==> config.mk <==
export PLATFORM = sky130hd
export DESIGN_NAME = boundary_scan_device_flat
export DESIGN_NICKNAME = d
export VERILOG_FILES = /design/src/boundary_scan_pkg.sv /design/src/scan_link.sv /design/src/boundary_scan_device.sv /design/src/flat_wrapper.sv
export VERILOG_INCLUDE_DIRS = /design/src
export SDC_FILE = /design/constraint.sdc
export NUM_CORES = 1
export LEC_CHECK = 0
export ABC_AREA = 1
export BUFFER_PORTS_ARGS = -buffer_cell sky130_fd_sc_hd__buf_4
export CAP_MARGIN = 20
export CORE_UTILIZATION = 55
export DETAILED_ROUTE_END_ITERATION = 12
export PLACE_DENSITY = 0.79
export SLEW_MARGIN = 30
export SYNTH_ARGS = -nofsm -noshare
export SYNTH_HDL_FRONTEND = slang
export SYNTH_SLANG_ARGS = --single-unit
==> constraint.sdc <==
create_clock -name clk -period 3.6 [get_ports clk]
set_input_delay 0.18 -clock clk [delete_from_list [all_inputs] [get_ports clk]]
set_output_delay 0.18 -clock clk [all_outputs]
set_load 0.05 [all_outputs]
==> src/boundary_scan_regs.svh <==
`ifndef BOUNDARY_SCAN_REGS_SVH
`define BOUNDARY_SCAN_REGS_SVH

`define CLK_PERIOD_NS   10
`define TCK_PERIOD_NS   80
`define TCK_HALF_CYC    ((`TCK_PERIOD_NS / 2) / `CLK_PERIOD_NS)
`define TCK_CNT_W       3

`define IR_W            4
`define IR_EXTEST       4'h0
`define IR_BYPASS       4'hF
`define IR_SAMPLE       4'hB
`define IR_CLAMP        4'h3
`define IR_CAPTURE      4'h1

`define DB_W            32
`define DB_LOW_N        16
`define BSR_LEN         82
`define BSR_SOZ_OUT     0
`define BSR_LOW_IN0     1
`define BSR_LOW_OUT0    2
`define BSR_LOW_CTRL    3
`define BSR_LOW_BASE    4
`define BSR_HIGH_BASE   34
`define STEP_W          7

`define STRAP_W         3
`define STRAP_TEST      3'h7

`define TRST_TICKS      2
`define RESET_TICKS     5
`define IN_TICKS        5
`define EXIT_TICKS      2
`define TMS_IR_IN       5'h06
`define TMS_DR_IN       5'h05
`define TMS_EXIT        2'h1

`endif

==> src/boundary_scan_pkg.sv <==
package boundary_scan_pkg;

    typedef enum logic [3:0] {
        TLR, RTI, SEL_DR, CAP_DR, SHIFT_DR, EXIT1_DR, PAUSE_DR, EXIT2_DR,
        UPD_DR, SEL_IR, CAP_IR, SHIFT_IR, EXIT1_IR, PAUSE_IR, EXIT2_IR,
        UPD_IR
    } tap_state_t;

    typedef enum logic [2:0] {
        H_IDLE, H_TRST, H_RESET, H_IR_IN, H_IR_SHIFT, H_DR_IN, H_DR_SHIFT,
        H_EXIT
    } host_phase_t;

endpackage

==> src/scan_link.sv <==
`include "boundary_scan_regs.svh"

interface scan_link;
    logic                  tck;
    logic                  tms;
    logic                  tdi;
    logic                  trst_n;
    logic [`STRAP_W-1:0]   straps;
    logic                  tdo_o;
    logic                  tdo_oe;
    logic                  tdo;

    // released line idles high
    assign tdo = tdo_oe ? tdo_o : 1'b1;

    modport dev (
        input  tck,
        input  tms,
        input  tdi,
        input  trst_n,
        input  straps,
        output tdo_o,
        output tdo_oe
    );

    modport host (
        output tck,
        output tms,
        output tdi,
        output trst_n,
        output straps,
        input  tdo
    );
endinterface

==> src/boundary_scan_device.sv <==
// Behaviour
// - top data bit near input, serial-out first
// - low sixteen data pins: input, output cells
// - data bit zero control sets low pins
// - controller sets test straps before activity
// - four zero bits in shift-ir select extest
// - all-zero instruction routes chain, drives cells
// - controller enters shift-dr before chain data
// - controller shifts cells one bit per tck
// - tap advances on tck rise using tms
// - capture-ir loads fixed pattern 0001
// - control cell 0 input, 1 output
// - bypass and clamp use one-bit stage
`include "boundary_scan_regs.svh"

module boundary_scan_device
    import boundary_scan_pkg::*;
(
    input  wire logic              clk,
    input  wire logic              sys_rst,
    scan_link.dev                  link,
    input  wire logic [`DB_W-1:0]  func_db_o,
    input  wire logic [`DB_W-1:0]  func_db_oe,
    input  wire logic              func_soz_o,
    input  wire logic [`DB_W-1:0]  db_i,
    output logic      [`DB_W-1:0]  db_o,
    output logic      [`DB_W-1:0]  db_oe,
    output logic                   soz_pin_o,
    output logic      [`DB_W-1:0]  core_db_i,
    output logic                   test_mode
);

    // chain positions counted from the output end
    function automatic int in_cell(input int k);
        if (k == 0)
            return `BSR_LOW_IN0;
        else if (k < `DB_LOW_N)
            return `BSR_LOW_BASE + 2 * (k - 1);
        else
            return `BSR_HIGH_BASE + 3 * (k - `DB_LOW_N);
    endfunction

    function automatic int out_cell(input int k);
        return (k == 0) ? `BSR_LOW_OUT0 : in_cell(k) + 1;
    endfunction

    function automatic int ctrl_cell(input int k);
        if (k < `DB_LOW_N)
            return `BSR_LOW_CTRL;
        else
            return in_cell(k) + 2;
    endfunction

    function automatic tap_state_t tap_next(input tap_state_t s,
                                            input logic       m);
        unique case (s)
            TLR:      return m ? TLR      : RTI;
            RTI:      return m ? SEL_DR   : RTI;
            SEL_DR:   return m ? SEL_IR   : CAP_DR;
            CAP_DR:   return m ? EXIT1_DR : SHIFT_DR;
            SHIFT_DR: return m ? EXIT1_DR : SHIFT_DR;
            EXIT1_DR: return m ? UPD_DR   : PAUSE_DR;
            PAUSE_DR: return m ? EXIT2_DR : PAUSE_DR;
            EXIT2_DR: return m ? UPD_DR   : SHIFT_DR;
            UPD_DR:   return m ? SEL_DR   : RTI;
            SEL_IR:   return m ? TLR      : CAP_IR;
            CAP_IR:   return m ? EXIT1_IR : SHIFT_IR;
            SHIFT_IR: return m ? EXIT1_IR : SHIFT_IR;
            EXIT1_IR: return m ? UPD_IR   : PAUSE_IR;
            PAUSE_IR: return m ? EXIT2_IR : PAUSE_IR;
            EXIT2_IR: return m ? UPD_IR   : SHIFT_IR;
            UPD_IR:   return m ? SEL_DR   : RTI;
        endcase
    endfunction

    logic [3:0]             lnk_s1_q;
    logic [3:0]             lnk_s2_q;
    logic [`STRAP_W-1:0]    strap_s1_q;
    logic [`STRAP_W-1:0]    strap_s2_q;
    logic [`DB_W-1:0]       db_s1_q;
    logic                   tck_prev_q;
    logic                   tck_s;
    logic                   tms_s;
    logic                   tdi_s;
    logic                   trst_n_s;
    logic                   tck_rise;
    logic                   tck_fall;
    tap_state_t             state_q;
    logic [`IR_W-1:0]       ir_sr_q;
    logic [`IR_W-1:0]       ir_q;
    logic [`BSR_LEN-1:0]    bsr_sr_q;
    logic [`BSR_LEN-1:0]    bsr_upd_q;
    logic [`BSR_LEN-1:0]    cap_v;
    logic                   byp_q;
    logic                   bsr_sel;
    logic                   drive_upd;
    logic                   tdo_q;
    logic                   tdo_oe_q;

    // two-stage capture of everything arriving from pins
    always_ff @(posedge clk) begin
        if (sys_rst) begin
            lnk_s1_q   <= 4'h0;
            lnk_s2_q   <= 4'h0;
            strap_s1_q <= '0;
            strap_s2_q <= '0;
            db_s1_q    <= '0;
            core_db_i  <= '0;
            tck_prev_q <= 1'b0;
        end else begin
            lnk_s1_q   <= {link.tck, link.tms, link.tdi, link.trst_n};
            lnk_s2_q   <= lnk_s1_q;
            strap_s1_q <= link.straps;
            strap_s2_q <= strap_s1_q;
            db_s1_q    <= db_i;
            core_db_i  <= db_s1_q;
            tck_prev_q <= tck_s;
        end
    end

    assign tck_s    = lnk_s2_q[3];
    assign tms_s    = lnk_s2_q[2];
    assign tdi_s    = lnk_s2_q[1];
    assign trst_n_s = lnk_s2_q[0];
    assign tck_rise = tck_s & ~tck_prev_q;
    assign tck_fall = ~tck_s & tck_prev_q;

    always_ff @(posedge clk) begin
        if (sys_rst)
            test_mode <= 1'b0;
        else
            test_mode <= (strap_s2_q == `STRAP_TEST);
    end

    always_ff @(posedge clk) begin
        if (sys_rst || !trst_n_s || !test_mode)
            state_q <= TLR;
        else if (tck_rise)
            state_q <= tap_next(state_q, tms_s);
    end

    // instruction path
    always_ff @(posedge clk) begin
        if (sys_rst || state_q == TLR) begin
            ir_sr_q <= `IR_CAPTURE;
            ir_q    <= `IR_BYPASS;
        end else if (tck_rise && state_q == CAP_IR) begin
            ir_sr_q <= `IR_CAPTURE;
        end else if (tck_rise && state_q == SHIFT_IR) begin
            ir_sr_q <= {tdi_s, ir_sr_q[`IR_W-1:1]};
        end else if (tck_fall && state_q == UPD_IR) begin
            ir_q <= ir_sr_q;
        end
    end

    assign bsr_sel   = (ir_q == `IR_EXTEST) || (ir_q == `IR_SAMPLE);
    assign drive_upd = (ir_q == `IR_EXTEST) || (ir_q == `IR_CLAMP);

    always_comb begin
        cap_v = '0;
        cap_v[`BSR_SOZ_OUT]  = soz_pin_o;
        cap_v[`BSR_LOW_CTRL] = db_oe[0];
        for (int k = 0; k < `DB_W; k++) begin
            cap_v[in_cell(k)]  = core_db_i[k];
            cap_v[out_cell(k)] = db_o[k];
            if (k >= `DB_LOW_N)
                cap_v[ctrl_cell(k)] = db_oe[k];
        end
    end

    // data registers: chain shifts toward the serial-out cell
    always_ff @(posedge clk) begin
        if (sys_rst || state_q == TLR) begin
            bsr_sr_q  <= '0;
            bsr_upd_q <= '0;
            byp_q     <= 1'b0;
        end else if (tck_rise && state_q == CAP_DR) begin
            if (bsr_sel)
                bsr_sr_q <= cap_v;
            else
                byp_q <= 1'b0;
        end else if (tck_rise && state_q == SHIFT_DR) begin
            if (bsr_sel)
                bsr_sr_q <= {tdi_s, bsr_sr_q[`BSR_LEN-1:1]};
            else
                byp_q <= tdi_s;
        end else if (tck_fall && state_q == UPD_DR && bsr_sel) begin
            bsr_upd_q <= bsr_sr_q;
        end
    end

    // output line changes on the falling tck edge
    always_ff @(posedge clk) begin
        if (sys_rst || state_q == TLR) begin
            tdo_q    <= 1'b0;
            tdo_oe_q <= 1'b0;
        end else if (tck_fall) begin
            tdo_oe_q <= (state_q == SHIFT_IR) || (state_q == SHIFT_DR);
            if (state_q == SHIFT_IR)
                tdo_q <= ir_sr_q[0];
            else if (bsr_sel)
                tdo_q <= bsr_sr_q[0];
            else
                tdo_q <= byp_q;
        end
    end

    assign link.tdo_o  = tdo_q;
    assign link.tdo_oe = tdo_oe_q;

    // pin drivers, chain update register while its mode is on
    always_ff @(posedge clk) begin
        if (sys_rst) begin
            db_o      <= '0;
            db_oe     <= '0;
            soz_pin_o <= 1'b0;
        end else if (drive_upd) begin
            soz_pin_o <= bsr_upd_q[`BSR_SOZ_OUT];
            for (int k = 0; k < `DB_W; k++) begin
                db_o[k]  <= bsr_upd_q[out_cell(k)];
                db_oe[k] <= bsr_upd_q[ctrl_cell(k)];
            end
        end else begin
            soz_pin_o <= func_soz_o;
            db_o      <= func_db_o;
            db_oe     <= func_db_oe;
        end
    end

endmodule

==> src/flat_wrapper.sv <==
// flat-port wrapper written by rule: the top's interface ports become plain ports
module boundary_scan_device_flat import boundary_scan_pkg::*;
  (clk, sys_rst, func_db_o, func_db_oe, func_soz_o, db_i, db_o, db_oe, soz_pin_o, core_db_i, test_mode, link_tck, link_tms, link_tdi, link_trst_n, link_straps, link_tdo_o, link_tdo_oe);
  scan_link link_i ();
  input  wire logic clk;
  input  wire logic sys_rst;
  input  wire logic [`DB_W-1:0] func_db_o;
  input  wire logic [`DB_W-1:0] func_db_oe;
  input  wire logic func_soz_o;
  input  wire logic [`DB_W-1:0] db_i;
  output logic      [`DB_W-1:0] db_o;
  output logic      [`DB_W-1:0] db_oe;
  output logic soz_pin_o;
  output logic      [`DB_W-1:0] core_db_i;
  output logic test_mode;
  input wire logic [$bits(link_i.tck)-1:0] link_tck;
  input wire logic [$bits(link_i.tms)-1:0] link_tms;
  input wire logic [$bits(link_i.tdi)-1:0] link_tdi;
  input wire logic [$bits(link_i.trst_n)-1:0] link_trst_n;
  input wire logic [$bits(link_i.straps)-1:0] link_straps;
  output wire logic [$bits(link_i.tdo_o)-1:0] link_tdo_o;
  output wire logic [$bits(link_i.tdo_oe)-1:0] link_tdo_oe;
  assign link_i.tck = link_tck;
  assign link_i.tms = link_tms;
  assign link_i.tdi = link_tdi;
  assign link_i.trst_n = link_trst_n;
  assign link_i.straps = link_straps;
  assign link_tdo_o = link_i.tdo_o;
  assign link_tdo_oe = link_i.tdo_oe;
  boundary_scan_device u_core (.clk(clk), .sys_rst(sys_rst), .link(link_i), .func_db_o(func_db_o), .func_db_oe(func_db_oe), .func_soz_o(func_soz_o), .db_i(db_i), .db_o(db_o), .db_oe(db_oe), .soz_pin_o(soz_pin_o), .core_db_i(core_db_i), .test_mode(test_mode));
endmodule
==> flow_summary.ini <==
[final_layout]
final_cells = 1999
layout-drive-gt1-share_pct = 16.4
antennaDiodeCount = 0
area_delta_synth_final_pct = 31.9
layout.nets = 1817
n_fill_cell = 1418

[cts]
cts_resized = 0
cts_buffers = 30
numClockSinks = 292
tritoncts = done
clk_path_buf_depth = 3
h-tree-depth = 1
clock_latency_ns = 0.56
clockRootBuffer = clkbuf_16
clk_pin_slew_ns = 0.06
postCtsSetupRepairBufs = 0

[timing]
period_share_pct = 70.0
finalMaxSlewViolations = 0
worstMarginPinSlew_ns = 0.958
max_freq_mhz = 397
fin_tns_setup_ns = 0
period_needed_ns = 2.52
hold_viol_final = 0
slew_headroom_pct = 36.1
finClkSkew_ns = 0.0173
setup_viol = 0
rsz0062_at_grt = false

[global_routing]
track_usage_pct = 26.6
antenna_found_initial = 0
grt_pass1_vias = 9475
overflow = 0
grt_max_degree = 137
grt_pass1_wl_mm = 44.6

[yosys]
ys_seq_area_share_pct = 52.9
synthesis.nets = 1566
yosysWarningCount = 0
synth_cells = 1460
syn_area_mm2 = 0.0111
avgSynthCellArea_um2 = 7.57
synth_cell_types = 27
ys_ff_latch = 292

[floorplanning]
fp.coreArea_mm2 = 0.0196
rows = 51
initial_core_util_pct = 56.5
die_h_um = 144
die_w_um = 144
ios = 206
fp.dieArea_mm2 = 0.0207

[pwr]
cellPowerDensity_mw_per_mm2 = 479
total_power_mw = 6.98
leakage_nw = 5.92
ir_drop_mv = 0.395

[critical_path]
ff2ff_setup_slack_ns = 1.08
crit_path_cell_trace = inv_2 > nor2_2 > nand3_4 > o21ai_4 > buf_4 > a21oi_1 > nor2_1
cp-end-kind = flop
cp.required_ns = 4.08
crit_fanout = 83
slowest_delay_ns = 0.74
crit_path_start_kind = flop
slowest_stage = buf_4
arrival_ns = 3.01
reg2regPathDepth = 7
path_class = flop to flop

[detailed_routing]
viasPerCell = 5.07
wl_per_cell_um = 14.1
ant_nets = 0
route.detailed.drc = 0
wl_mm = 28.1
vias = 10144
first_pass_iters = 8
drt-initial-drc-count = 640

[placed_design]
place.gp.congestion = 0.905
dp_cells = 1841
hpwl_mm = 15.1
portBuffers = 205

[flow_run]
maxCapViolCount = 0

[worst_hold_path]
min_path_type = input port to flop
min_path_cells = 3

[status]
status = complete, no violations
## layout by cell type, fill, tap and decap left out, types with 5 or more instances in the layout
master	count
clkbuf_1	5
clkinv_2	7
nor2_1	180
clkbuf_16	30
dfxtp_1	292
a21oi_1	209
clkbuf_8	9
dlygate4sd3_1	103
buf_4	211
o21ai_1	71
nand2_2	5
nand2_1	137
nand3_1	10
inv_2	5
o21ai_0	204
inv_1	229
## timing repair
action / 4_1_cts / 5_1_grt
setup endpoints to repair: 0 / 0
hold buffers: 103 / 0
endpoints found under the hold margin: 103 / 0
## cell families (layout without fill, tap and decap cells)
group | count (synthesis) | after routing | share of synthesized area, %
buffers and inverters | 334 | 608 | 12.5
AND/OR/NAND/NOR | 344 | 344 | 12.3
AO/OA/AOI/OAI | 490 | 490 | 22.3
flip-flops | 292 | 292 | 52.9
## where the power goes
part / internal (mW) / switching [mW] / leakage (nW)
combinational: 0.250 / 0.336 / 3.04
clock: 1.79 / 1.25 / 0.493
sequential: 3.31 / 0.0411 / 2.39
## worst paths after layout
path                                               startpoint                                to
worst max-delay path            u_core.lnk_s2_q[3]$_SDFF_PP0_  u_core.bsr_sr_q[41]$_SDFFE_PP0P_
worst min-delay path                           func_db_oe[30]       u_core.db_oe[30]$_SDFF_PP0_
worst max register to register  u_core.lnk_s2_q[3]$_SDFF_PP0_  u_core.bsr_sr_q[41]$_SDFFE_PP0P_
worst min register to register  u_core.db_s1_q[29]$_SDFF_PP0_   u_core.core_db_i[29]$_SDFF_PP0_
## cells in the mapped netlist
master    number  area share [%]
and3_1         1           0.057
nand4_1        2            0.11
o21ai_0      204             9.2
o21ai_2        2            0.16
buf_6          8            0.81
o21ai_1       71             3.2
nor2_2         2            0.11
inv_2          5            0.17
nand3_1       10            0.45
clkbuf_2       5            0.23
nor3_1         1           0.045
nand4_2        1            0.11
nor2_1       180             6.1
clkinv_4       1           0.079
a31oi_1        2            0.11
nand3_2        1           0.091
a21oi_1      209             9.5
nor2_4         2            0.20
nand2_2        5            0.28
clkbuf_1      53             1.8
buf_2         22             1.0
dfxtp_1      292              53
nand2_1      139             4.7
o211ai_1       2            0.14
buf_4          9            0.61
buf_1          1           0.034
inv_1        230             7.8
## cell type report
cell class,count,area [um2],area share (%)
Sequential cell,292,5850,40.1
Multi-Input combinational cell,834,3870,26.5
Timing Repair Buffer,317,2660,18.2
Clock buffer,44,893,6.13
Inverter,236,891,6.11
Tap cell,265,332,2.27
Clock inverter,11,97.6,0.669
## metrics by stage
stage	util [%]	hold WS [ns]	cell area (um2)	worst slack, ns
2_1_floorplan	-	0.287	11100	2.15
6_report	74.4	0.0372	14600	1.08
3_5_place_dp	64.1	0.385	12600	1.07
4_1_cts	74.4	0.0376	14600	1.08
5_1_grt	74.4	0.0883	14600	0.765
3_3_place_gp	64.1	0.379	12600	1.12
## worst max-delay path: cells and delay by family, from the launching register on
kind            cells  cell delay [ns]
buf+inv             2             0.78
flops               1             0.32
simple gates        3             0.94
compound gates      2             0.36
## state kept, by name, summed over array words and instances, names as in the netlist, 3 cells and up
| name | flops |
|---|---|
| u_core.bsr_sr_q | 82 |
| u_core.state_q | 4 |
| u_core.ir_sr_q | 4 |
| u_core.db_s1_q | 32 |
| u_core.ir_q | 4 |
| u_core.core_db_i | 32 |
| u_core.lnk_s1_q | 4 |
| u_core.strap_s2_q | 3 |
| u_core.db_oe | 32 |
| u_core.bsr_upd_q | 50 |
| u_core.lnk_s2_q | 4 |
| u_core.db_o | 32 |
| u_core.strap_s1_q | 3 |
## routing by layer
| layer | routed length [um] | share of wire, % | global-route usage (%) |
|---|---|---|---|
| met1 | 11900 | 42 | 32.2 |
| met2 | 13800 | 49 | 47.6 |
| met4 | 684 | 2.4 | 8.23 |
| met3 | 1760 | 6.3 | 4.80 |
| met5 | 0 | 0 | 0 |
Power figures use the tool's default switching activity.
